$ cat src/include/dabrb_pkg.sv
// package for the data address generator and register bank selector
// assumes a 12-bit data address space and 4-bit data nibbles
package dabrb_pkg;

   localparam int DAW = 12;                   // data address width
   localparam int SPW = 8;                    // stack pointer width
   // peripheral bit-indirect window base (FC0H), upper ten bits
   localparam logic [9:0]  PMEM_BASE_HI  = 10'h3F0;
   localparam logic [11:0] PMEM_LO       = 12'hFC0;
   localparam logic [11:0] PMEM_HI       = 12'hFFF;
   // fixed-area bit direct windows
   localparam logic [7:0]  FMEM_PORT_HI  = 8'hFF;   // FF0H..FFFH
   localparam logic [7:0]  FMEM_IRQ_HI   = 8'hFB;   // FB0H..FBFH
   // general register area in bank 0
   localparam logic [3:0]  BANK0         = 4'h0;
   localparam logic [1:0]  ZERO2         = 2'h0;
   localparam logic [3:0]  SEL_RESET     = 4'h0;    // bank select value
   localparam logic        EN_RESET      = 1'b0;    // bank enable flag
   localparam logic [7:0]  SP_RESET      = 8'h00;
   localparam logic [7:0]  SP_ONE        = 8'h01;
   localparam logic [2:0]  REG_ACC       = 3'h0;    // A at even offset, X above
   localparam int          SAVE_DEPTH    = 16;      // saved flag nesting
   localparam int          SAVE_PW       = 4;

   // address generation modes
   typedef enum logic [2:0]
   {
      DABRB_M_NONE  = 3'b000,
      DABRB_M_PMEM  = 3'b001,  // peripheral bit-indirect
      DABRB_M_HMEM  = 3'b010,  // high-nibble bit-indirect
      DABRB_M_FMEM  = 3'b011,  // fixed-area bit direct
      DABRB_M_PUSH  = 3'b100,  // stack push
      DABRB_M_POP   = 3'b101   // stack pop
   } dabrb_mode_t;

   // stack users
   typedef enum logic [1:0]
   {
      DABRB_S_DATA  = 2'b00,   // explicit push or pop
      DABRB_S_CALL  = 2'b01,   // subroutine call or return
      DABRB_S_INT   = 2'b10    // interrupt entry or return
   } dabrb_src_t;

   // request from the instruction sequencer
   typedef struct packed
   {
      logic        valid;
      dabrb_mode_t mode;
      dabrb_src_t  src;
      logic [9:0]  operand;   // pmem: low four bits give address bits 5:2, upper six ignored
      logic [7:0]  fop;       // hmem/fmem: low nibble / fixed address low
      logic [1:0]  bitno;     // bit number within the nibble
   } dabrb_req_t;

   // pointer and memory bank state supplied by the core
   typedef struct packed
   {
      logic [3:0] h_reg;
      logic [3:0] l_reg;
      logic       memory_bank_enable_flag;
      logic [3:0] memory_bank_select_value;
   } dabrb_ptr_t;

   // bank control operations
   typedef struct packed
   {
      logic       set_en;      // bit set instruction on the enable flag
      logic       clr_en;      // bit clear instruction on the enable flag
      logic       sel_wr;      // select instruction
      logic [3:0] sel_val;
      logic       int_entry;   // interrupt service starts
      logic       vec_en;      // enable flag from the vector entry
      logic       call;        // subroutine call
      logic       ret;         // subroutine or interrupt return
   } dabrb_bank_op_t;

endpackage : dabrb_pkg

$ cat src/rtl/dabrb_top.sv
// data address generator for bit-indirect, fixed and stack addressing,
// plus the general register bank selector
// assumes requests are synchronous to core_clk and one per cycle
//
// Notes on behaviour
// - peripheral bit-indirect reaches only FC0H to FFFH
// - window base gives upper six bits, operand low four bits, L bits 3:2 the low two
// - peripheral bit-indirect ignores memory bank settings
// - high-nibble mode: H, operand nibble, memory bank
// - stack accesses hit bank 0 at pointer
// - stack serves interrupts, calls and push/pop
// - four banks of eight registers at 00H-1FH
// - active bank is enable AND select
// - enable flag saved on call, restored on return
// - interrupt saves flag, loads vector flag value
// - set/clear write flag, select writes select
// - registers usable as nibbles or pairs
// - register A of active bank is accumulator
// - primed pairs use bank with bit 0 flipped
// - fixed-area bit direct ignores memory bank settings
`timescale 1ns/1ps
module dabrb_top
(
   input  wire logic                     core_clk,
   input  wire logic                     rst,
   input  wire dabrb_pkg::dabrb_req_t    req,
   input  wire dabrb_pkg::dabrb_ptr_t    ptr,
   input  wire dabrb_pkg::dabrb_bank_op_t bank_op,
   input  wire logic [2:0]               reg_sel,
   input  wire logic [1:0]               pair_sel,
   input  wire logic                     pair_primed,
   output logic                          addr_valid,
   output logic [11:0]                   data_addr,
   output logic [1:0]                    bit_num,
   output logic [7:0]                    stack_ptr,
   output logic [1:0]                    active_bank,
   output logic [3:0]                    bank_select_value,
   output logic                          bank_enable_flag,
   output logic [4:0]                    reg_addr,
   output logic [4:0]                    acc_addr,
   output logic [4:0]                    pair_addr
);

   // bank selector outputs
   logic       en_w;
   logic [3:0] sel_w;
   logic [1:0] bank_w;
   // address generation
   logic [11:0] pmem_a;
   logic [11:0] hmem_a;
   logic [11:0] fmem_a;
   logic [11:0] push_a;
   logic [11:0] pop_a;
   logic [3:0]  hmem_bank;
   logic [1:0]  pair_bank;
   logic [7:0]  sp_r;
   logic [7:0]  sp_nxt;
   logic [7:0]  sp_dec;
   logic [11:0] addr_nxt;
   logic        pmem_in_win;

   // select register, enable flag and the enable flag save stack
   dabrb_bank_sel u_bank
   (
      .core_clk    (core_clk),
      .rst         (rst),
      .op          (bank_op),
      .enable_flag  (en_w),
      .select_value (sel_w),
      .active_bank (bank_w)
   );

   // peripheral window: base is fixed, so out-of-window is impossible
   assign pmem_in_win = (req.operand[9:4] == dabrb_pkg::PMEM_BASE_HI[9:4]);
   assign pmem_a = {dabrb_pkg::PMEM_BASE_HI[9:4], req.operand[3:0],
                    ptr.l_reg[3:2]};
   // memory bank only when enabled, else bank 0
   assign hmem_bank = ptr.memory_bank_enable_flag
                      ? ptr.memory_bank_select_value
                      : dabrb_pkg::BANK0;
   assign hmem_a = {hmem_bank, ptr.h_reg, req.fop[3:0]};
   // fixed area: choose port or interrupt page by operand bit 4
   assign fmem_a = {req.fop[4] ? dabrb_pkg::FMEM_PORT_HI
                               : dabrb_pkg::FMEM_IRQ_HI,
                    req.fop[3:0]};
   assign sp_dec = sp_r - dabrb_pkg::SP_ONE;
   assign push_a = {dabrb_pkg::BANK0, sp_dec};
   assign pop_a  = {dabrb_pkg::BANK0, sp_r};

   // address mux; unknown modes give address 0 but still raise addr_valid
   always_comb
   begin
      addr_nxt = '0;
      sp_nxt   = sp_r;
      case (req.mode)
         dabrb_pkg::DABRB_M_PMEM: addr_nxt = pmem_a;
         dabrb_pkg::DABRB_M_HMEM: addr_nxt = hmem_a;
         dabrb_pkg::DABRB_M_FMEM: addr_nxt = fmem_a;
         dabrb_pkg::DABRB_M_PUSH:
         begin
            addr_nxt = push_a;
            if (req.valid)
               sp_nxt = sp_dec;
         end
         dabrb_pkg::DABRB_M_POP:
         begin
            addr_nxt = pop_a;
            if (req.valid)
               sp_nxt = sp_r + dabrb_pkg::SP_ONE;
         end
         default: addr_nxt = '0;
      endcase
   end

   // registered address outputs and stack pointer
   always_ff @(posedge core_clk)
   begin
      if (rst)
      begin
         addr_valid <= 1'b0;
         data_addr  <= '0;
         bit_num    <= '0;
         sp_r       <= dabrb_pkg::SP_RESET;
      end
      else
      begin
         addr_valid <= req.valid && (req.mode != dabrb_pkg::DABRB_M_NONE);
         data_addr  <= addr_nxt;
         bit_num    <= req.bitno;
         sp_r       <= sp_nxt;
      end
   end

   // primed pairs come from the neighbour bank
   assign pair_bank = pair_primed ? {bank_w[1], ~bank_w[0]} : bank_w;

   // register area outputs, all in bank 0 at 00H-1FH
   always_ff @(posedge core_clk)
   begin
      if (rst)
      begin
         reg_addr          <= '0;
         acc_addr          <= '0;
         pair_addr         <= '0;
         active_bank       <= '0;
         bank_select_value <= dabrb_pkg::SEL_RESET;
         bank_enable_flag  <= dabrb_pkg::EN_RESET;
         stack_ptr         <= dabrb_pkg::SP_RESET;
      end
      else
      begin
         reg_addr          <= {bank_w, reg_sel};
         acc_addr          <= {bank_w, dabrb_pkg::REG_ACC};
         pair_addr         <= {pair_bank, pair_sel, 1'b0};
         active_bank       <= bank_w;
         bank_select_value <= sel_w;
         bank_enable_flag  <= en_w;
         stack_ptr         <= sp_nxt;
      end
   end

   // checks; every output is registered, so each request or pair check looks one edge
   // after its trigger and each bank op check two edges after the strobe; AST_BANK and AST_ACC compare outputs in the same cycle
   AST_PMEM_WIN: assert property (
      @(posedge core_clk) disable iff (rst)
      req.valid && req.mode == dabrb_pkg::DABRB_M_PMEM |=>
         data_addr >= dabrb_pkg::PMEM_LO
         && data_addr <= dabrb_pkg::PMEM_HI)
      else $error("peripheral address outside window");
   // an operand that names the window must come through unchanged
   AST_PMEM_OP: assert property (
      @(posedge core_clk) disable iff (rst)
      req.valid && req.mode == dabrb_pkg::DABRB_M_PMEM && pmem_in_win |=>
         data_addr[11:2] == $past(req.operand))
      else $error("peripheral upper bits not from operand");
   AST_PMEM_L: assert property (
      @(posedge core_clk) disable iff (rst)
      req.valid && req.mode == dabrb_pkg::DABRB_M_PMEM |=>
         data_addr[1:0] == $past(ptr.l_reg[3:2]))
      else $error("peripheral low bits not from pointer");
   AST_HMEM: assert property (
      @(posedge core_clk) disable iff (rst)
      req.valid && req.mode == dabrb_pkg::DABRB_M_HMEM
         && !ptr.memory_bank_enable_flag |=>
         data_addr[11:8] == dabrb_pkg::BANK0)
      else $error("high nibble mode bank wrong");
   // with the memory bank enabled the whole address is checked
   AST_HMEM_LOW: assert property (
      @(posedge core_clk) disable iff (rst)
      req.valid && req.mode == dabrb_pkg::DABRB_M_HMEM
         && ptr.memory_bank_enable_flag |=>
         data_addr == {$past(ptr.memory_bank_select_value),
                       $past(ptr.h_reg), $past(req.fop[3:0])})
      else $error("high nibble mode address wrong");
   AST_FMEM: assert property (
      @(posedge core_clk) disable iff (rst)
      req.valid && req.mode == dabrb_pkg::DABRB_M_FMEM |=>
         data_addr[11:4] == dabrb_pkg::FMEM_PORT_HI
         || data_addr[11:4] == dabrb_pkg::FMEM_IRQ_HI)
      else $error("fixed area address outside both windows");
   AST_PUSH: assert property (
      @(posedge core_clk) disable iff (rst)
      req.valid && req.mode == dabrb_pkg::DABRB_M_PUSH |=>
         stack_ptr == $past(sp_r) - dabrb_pkg::SP_ONE
         && data_addr == {dabrb_pkg::BANK0, stack_ptr})
      else $error("push address or pointer wrong");
   AST_STACK_B0: assert property (
      @(posedge core_clk) disable iff (rst)
      req.valid && req.mode == dabrb_pkg::DABRB_M_POP |=>
         data_addr[11:8] == dabrb_pkg::BANK0)
      else $error("stack left bank 0");
   // pop reads at the old pointer and only then steps it up
   AST_POP: assert property (
      @(posedge core_clk) disable iff (rst)
      req.valid && req.mode == dabrb_pkg::DABRB_M_POP |=>
         stack_ptr == $past(sp_r) + dabrb_pkg::SP_ONE
         && data_addr == {dabrb_pkg::BANK0, $past(sp_r)})
      else $error("pop address or pointer wrong");
   AST_BANK: assert property (
      @(posedge core_clk) disable iff (rst)
      !bank_enable_flag |-> active_bank == 2'h0)
      else $error("bank not forced to 0");
   AST_ACC: assert property (
      @(posedge core_clk) disable iff (rst)
      acc_addr == {active_bank, dabrb_pkg::REG_ACC})
      else $error("accumulator not in active bank");
   // primed bank differs from the active one in bit 0 only
   AST_PAIR: assert property (
      @(posedge core_clk) disable iff (rst)
      pair_primed |=> pair_addr[4:3] != active_bank
         && pair_addr[4] == active_bank[1])
      else $error("primed pair not in neighbour bank");
   AST_VEC: assert property (
      @(posedge core_clk) disable iff (rst)
      bank_op.int_entry |=> ##1
         bank_enable_flag == $past(bank_op.vec_en, 2))
      else $error("vector flag not loaded");
   AST_SEL: assert property (
      @(posedge core_clk) disable iff (rst)
      bank_op.sel_wr |=> ##1 bank_select_value
         == {dabrb_pkg::ZERO2, $past(bank_op.sel_val[1:0], 2)})
      else $error("select value not loaded");

endmodule : dabrb_top

$ cat src/rtl/dabrb_bank_sel.sv
// register bank selector: enable flag, select register, flag save stack
// assumes bank ops arrive as single-cycle strobes from the sequencer
`timescale 1ns/1ps
module dabrb_bank_sel
(
   input  wire logic                     core_clk,
   input  wire logic                     rst,
   input  wire dabrb_pkg::dabrb_bank_op_t op,
   output logic                          enable_flag,
   output logic [3:0]                    select_value,
   output logic [1:0]                    active_bank
);

   logic [3:0] sel_r;                       // bank select value
   logic       en_r;                        // bank enable flag
   logic [dabrb_pkg::SAVE_DEPTH-1:0] save_r; // saved flags, bit stack
   logic [dabrb_pkg::SAVE_PW-1:0]    depth_r; // nesting depth
   logic       push_w;
   logic       pop_w;
   logic       en_nxt;
   logic [dabrb_pkg::SAVE_PW-1:0] top_w;

   assign push_w  = op.call | op.int_entry;
   assign pop_w   = op.ret & ~push_w;
   assign top_w   = depth_r - dabrb_pkg::SAVE_PW'(1);
   // interrupt entry loads the vector flag; return restores the saved one
   assign en_nxt  = op.int_entry ? op.vec_en :
                    pop_w        ? save_r[top_w] :
                    op.set_en    ? 1'b1 :
                    op.clr_en    ? 1'b0 : en_r;

   // flag and select register
   always_ff @(posedge core_clk)
   begin
      if (rst)
      begin
         en_r  <= dabrb_pkg::EN_RESET;
         sel_r <= dabrb_pkg::SEL_RESET;
      end
      else
      begin
         en_r <= en_nxt;
         // upper select bits are held at zero
         if (op.sel_wr)
            sel_r <= {dabrb_pkg::ZERO2, op.sel_val[1:0]};
      end
   end

   // save stack; a depth overflow wraps, as a hardware stack would
   always_ff @(posedge core_clk)
   begin
      if (rst)
         depth_r <= '0;
      else if (push_w)
      begin
         save_r[depth_r] <= en_r;
         depth_r         <= depth_r + dabrb_pkg::SAVE_PW'(1);
      end
      else if (pop_w)
         depth_r <= top_w;
   end

   assign enable_flag  = en_r;
   assign select_value = sel_r;
   assign active_bank  = sel_r[1:0] & {2{en_r}};

endmodule : dabrb_bank_sel

$ cat config.mk
export PLATFORM = sky130hd
export DESIGN_NAME = dabrb_top
export DESIGN_NICKNAME = d
export VERILOG_FILES = /design/src/include/dabrb_pkg.sv /design/src/rtl/dabrb_top.sv /design/src/rtl/dabrb_bank_sel.sv
export SDC_FILE = /design/constraint.sdc
export NUM_CORES = 1
export LEC_CHECK = 0
export ABC_AREA = 1
export BUFFER_PORTS_ARGS = -buffer_cell sky130_fd_sc_hd__buf_2
export CAP_MARGIN = 0
export CORE_ASPECT_RATIO = 1.1
export CORE_MARGIN = 2
export CORE_UTILIZATION = 25
export CTS_CLUSTER_DIAMETER = 100
export DETAILED_ROUTE_END_ITERATION = 8
export GPL_TIMING_DRIVEN = 0
export PLACE_DENSITY = 0.56
export SLEW_MARGIN = 20
export SYNTH_ARGS = -nofsm -noshare
export SYNTH_HDL_FRONTEND = slang
export SYNTH_HIERARCHICAL = 1
export SYNTH_SLANG_ARGS = --single-unit
$ cat constraint.sdc
create_clock -name core_clk -period 1.85 [get_ports core_clk]
set_input_delay 0.0925 -clock core_clk [delete_from_list [all_inputs] [get_ports core_clk]]
set_output_delay 0.0925 -clock core_clk [all_outputs]
set_load 0.05 [all_outputs]
# Yosys cells after proc, flatten, opt, wreduce, memory -nomap -nowiden
# Cells that the tools add are included.
# word_totals
regBits	64
inputBits	58
output_inout_bits	45
elab_cells	61
# classes
n_addsub	4
order_cmp	3
n_eq_ne	7
muxes	18
bitwise_logic	6
reduce_logical	8
# op_table
cell	n
$pmux 12 s5	1
$bwmux 16	1
$mux 8	2
$pmux 8 s2	1
$mux 4	3
$lt 4x5->1 const B	2
$add 8x1->8 const B	1
$sub 8x1->8 const B	1
$mux 1	7
$eq 3x2->1 const B	2
$eq 3x3->1 const B	2
$add 4x1->4 const B	1
$bmux 1 s4	1
$demux 1 s4	1
$ge 4x1->1 const B	1
$ne 2x2->1 const B	2
$reduce_bool 2->1	2
$reduce_bool 4->1	1
$sub 4x1->4 const B	1
$eq 3x1->1 const B	1
$mux 3	1
$not 1->1	3
$reduce_and 3->1	1
$reduce_bool 3->1	1
5 further kinds	6

# Longest topological paths before layout
# logic_depth
word_depth	5
ltp_mapped	10
ltp_nobuf	9

# Cells and area by module
# Netlist, hierarchy kept.
# by_module_without_submodules
mod	n_inst	cells_each	area_per_inst_um2	seq_area_each_um2
dabrb_top	1	263	1773.0	720.7
dabrb_bank_sel	1	156	1244.9	620.6

# Least setup slack after synthesis
# No wires, ideal clock.
# synth_path
path_kind	flip-flop to flip-flop
startpoint	register stack_ptr[0] (netlist name)
endpoint	register stack_ptr[6]
setup_time_ps	70
t_arrival_ps	1612
required_time_ps	1780
setup_slack_ps	168
path_stages_with_launch	10
path_buffers	0
synth_period_minus_slack_ps	1682
path_cell_list	dfxtp_1 > inv_1 > ha_1 > nand2_1 > nor2_1 > nand2_1 > nand2_1 > nand2_1 > nand2_1 > a21oi_1
# synth_rtl
item	line_no	source
end signal, assigned	dabrb_top.sv:148	stack_ptr <= dabrb_pkg::SP_RESET;
end signal, assigned	dabrb_top.sv:158	stack_ptr <= sp_nxt;
end, declared	dabrb_top.sv:35	output logic [7:0] stack_ptr,

# Final worst setup path
# layout_path
startpoint	register u_bank/depth_r[0] in the netlist's numbering
endpoint	register u_bank.en_r, in the netlist u_bank/enable_flag
# layout_via
elab_chain_len	5
# layout_lines
item	line_no	source
start, declared	dabrb_bank_sel.sv:17	logic [dabrb_pkg::SAVE_PW-1:0] depth_r;
start signal, assigned	dabrb_bank_sel.sv:57	depth_r <= depth_r + dabrb_pkg::SAVE_PW'(1);
start signal, assigned	dabrb_bank_sel.sv:60	depth_r <= top_w;
$sub 4x1->4	dabrb_bank_sel.sv:25	assign top_w = depth_r - dabrb_pkg::SAVE_PW'(1);
net u_bank.top_w, one bit	dabrb_bank_sel.sv:21	logic [dabrb_pkg::SAVE_PW-1:0] top_w;
$bmux 1 s4	dabrb_bank_sel.sv:28	pop_w ? save_r[top_w] :
$mux 1 (not written as such)	dabrb_bank_sel.sv:28	
$mux 1	dabrb_bank_sel.sv:28	
$mux 1	dabrb_bank_sel.sv:27	assign en_nxt = op.int_entry ? op.vec_en :
end signal, assigned	dabrb_bank_sel.sv:37	en_r <= dabrb_pkg::EN_RESET;
end signal, assigned	dabrb_bank_sel.sv:42	en_r <= en_nxt;
end, declared	dabrb_bank_sel.sv:15	logic en_r;
# The timed path passes the listed nets, and every way through them passes these cells. The select of a mux whose other input is x is not followed.
# A chain may end at the register's enable or synchronous reset.

==> flow_metrics.env <==
export IMPL_nFillCells=1264
export IMPL_areaGrowthSynthToFinish_pct=34.6
export IMPL_numCtsBuffers=9
export IMPL_syn_area_um2=3020
export IMPL_pwr_share_seq_pct=36.4
export IMPL_worst_setup_path_end_kind="register"
export IMPL_critical_path_slowest_cell="ha_2"
export IMPL_rsz0062_at_grt="no"
export IMPL_hold_class="in2reg"
export IMPL_die_w_um=109
export IMPL_row_count=42
export IMPL_finalSetupViolCount=0
export IMPL_syn_area_per_cell_um2=7.20
export IMPL_power_frac_clock_pct=45.9
export IMPL_slew_headroom_pct=56.4
export IMPL_syn_inst=419
export IMPL_globalRouteTotalUtil_pct=12.9
export IMPL_clock_latency_ns=0.32
export IMPL_regArea_um2=1340
export IMPL_htree_levels=3
export IMPL_combPwrFrac_pct=17.7
export IMPL_vias=2947
export IMPL_switching_share_pct=28.3
export IMPL_final_nets=591
export IMPL_cts_tree="yes"
export IMPL_layout_commonest_cell="nand2_1"
export IMPL_ir_drop_mv=0.330
export IMPL_yosysWarnings=6
export IMPL_cts_sinks=59
export IMPL_drtIter0Drc=135
export IMPL_cap_violations=0
export IMPL_hold_viol=0
export IMPL_drv_slew=0
export IMPL_worst_pin_slew_ns=0.653
export IMPL_fin_skew_ns=0.00545
export IMPL_grt_pass1_wl_mm=12.9
export IMPL_layout_setup_ws_ns=0.195
export IMPL_critical_path_class="reg2reg"
export IMPL_ant_nets=0
export IMPL_crit_chain="inv_2 > buf_6 > ha_2 > inv_1 > nand3_1 > nand3_1 > nand2_1 > nand2_1 > nand3_1 > a21oi_1"
export IMPL_die_height_um=119
export IMPL_startpoint_type="register"
export IMPL_final_cell_mix="nand2_1, buf_2, inv_1"
export IMPL_cts_root_buf="clkbuf_16"
export IMPL_core_area_um2=11900
export IMPL_drive_gt1_share_pct=25.0
export IMPL_crit_fanout=12
export IMPL_vias_per_cell=4.30
export IMPL_status="finished, final reports clean"
export IMPL_grt_pass1_vias=2748
export IMPL_cpPeakStageDelay_ns=0.40
export IMPL_die_area_um2=13000
export IMPL_internal_power_mw=2.83
export IMPL_hpwl_mm=6.07
export IMPL_p_per_area_nw_per_um2=971
export IMPL_grt_max_degree=21
export IMPL_worst_ep_arrival_time_ns=1.87
export IMPL_drc=0
export IMPL_io_pins=103
export IMPL_dpl_cell_area_um2=3640
export IMPL_fmax_mhz=604
export IMPL_power_switching_mw=1.12
export IMPL_clk_pin_slew_ns=0.05
export IMPL_power_leakage_nw=2.04
export IMPL_dr_pass1_iters=4
export IMPL_required_ns=2.06
export IMPL_instances_no_fill=685
export IMPL_period_share_pct=89.5
export IMPL_wl_per_cell_um=11.7
export IMPL_antenna_cells=0
export IMPL_power_mw=3.94
export IMPL_fin_tns_setup_ns=0
export IMPL_start_util_pct=25.3
export IMPL_grt_remaining_overflow=0
export IMPL_place_gp_congestion=0.902
export IMPL_wl_mm=8.04
export IMPL_multi_input_area_um2=1310
export IMPL_design_area_um2=4060
export IMPL_io_buffer_count=83
export IMPL_crit_path_frequent_cell="nand3_1"
export IMPL_placedCellCount=660
export IMPL_min_period_ns=1.66
export IMPL_ys_seq_elements=59
export IMPL_place_worst_setup_slack_ns=0.0490
export IMPL_yosysUniqueCellTypes=29
export IMPL_antenna_found_initial=0
export IMPL_clk_path_buf_depth=2
export IMPL_synth_yosys_seq_area_share_pct=44.4
## synthesized netlist by cell type
library cell	count	area share [%]
nand4_1	3	0.62
buf_6	2	0.75
o21ai_0	21	3.5
inv_2	6	0.75
nand3_1	28	4.6
a211oi_1	1	0.25
buf_1	1	0.12
o221ai_1	1	0.29
dfxtp_1	43	29
nor2_1	56	7.0
buf_2	2	0.33
conb_1	2	0.25
clkbuf_1	1	0.12
nor2_4	3	1.1
ha_1	7	2.9
o22ai_1	1	0.21
nor2_2	2	0.41
a21oi_2	1	0.29
xor2_1	3	0.87
a31oi_1	3	0.62
a22o_1	1	0.29
a21oi_1	30	5.0
buf_4	13	3.2
nand2_1	104	13
inv_1	61	7.6
nand2_2	3	0.62
edfxtp_1	16	16
o21ai_1	2	0.33
xnor2_1	2	0.58
## worst paths after layout
path / startpoint / cells after the start / to / slack (ns)
worst max-delay path: u_bank/depth_r[0]$_SDFFE_PP0P_ / 10 / u_bank/enable_flag$_SDFFE_PP0P_ / 0.19
worst min-delay path: ptr[8] / 3 / data_addr[1]$_SDFF_PP0_ / 0.02
worst max register to register: u_bank/depth_r[0]$_SDFFE_PP0P_ / 10 / u_bank/enable_flag$_SDFFE_PP0P_ / 0.19
worst min register to register: u_bank/select_value[0]$_SDFFE_PP0P_ / 2 / bank_select_value[0]$_SDFF_PP0_ / 0.44
## power by group through the flow
stage | registers (mW) | logic (mW) | clock network (mW)
global route | 1.45 | 0.769 | 1.92
detailed placement | 1.47 | 0.678 | 0
global placement | 1.46 | 0.676 | 0
finish | 1.44 | 0.697 | 1.81
floorplan | 1.59 | 0.357 | 0
CTS | 1.44 | 0.695 | 1.86
## sequential cells by signal, summed over array words and instances (netlist names)
signal and count:
u_bank/save_r 16, data_addr 12, stack_ptr 8, reg_addr 5
bank_select_value 4, u_bank/depth_r 4, pair_addr 3, bit_num 2
u_bank/select_value 2, addr_valid 1, bank_enable_flag 1, u_bank/enable_flag 1
## through the flow
step | utilization (%) | hold WS (ns)
floorplan | - | 0.199
global placement | 30.5 | 0.294
detailed placement | 30.5 | 0.302
global route | 34.0 | 0.0238
finish | 34.0 | 0.0246
CTS | 34.0 | 0.00901
## logic make-up (layout without fill, tap and decap cells)
logic type,count (synthesis),count (layout),synth area share (%)
other,2,6,0.249
AOI/OAI and AO/OA,61,61,10.7
and+or+nand+nor,199,199,27.3
adders and majority gates,7,7,2.90
buffers and inverters,86,194,12.9
DFF,59,59,44.4
xor gates and xnor gates,5,5,1.45
## area by class of cell
| class | count | area share, % |
|---|---|---|
| sequential | 59 | 33.1 |
| multi-input combinational | 278 | 32.1 |
| timing repair buffer | 92 | 12.4 |
| inverter | 67 | 6.19 |
| clock buffer | 10 | 5.88 |
| tap | 154 | 4.74 |
| buffer | 19 | 3.39 |
| clock inverter | 6 | 2.16 |
## critical path, delay by kind of cell (launching register included)
family | cells | cell delay [ns]
AO/OA/AOI/OAI | 1 | 0.06
adder cells (fa/ha/maj) | 1 | 0.40
buffers and inverters | 3 | 0.30
flip-flops | 1 | 0.39
AND/OR/NAND/NOR | 5 | 0.37
## layer usage
metal / part of all wire (%) / vias to the layer above / GRT usage (%)
met4: 2.4 / 0 / 5.69
met5: 0 / - / 0
met1: 44 / 1330 / 16.1
met2: 49 / 79 / 21.1
li1: - / 1519 / -
met3: 4.5 / 19 / 3.07
## repair_timing
action / in CTS / in global routing
hold endpoints to repair: 9 / 0
buffers inserted: 0 / 0
hold buffers: 9 / 0
setup endpoints to repair: 0 / 1
gates resized for setup: 0 / 2
No activity file was read; power rests on OpenSTA's default activity.
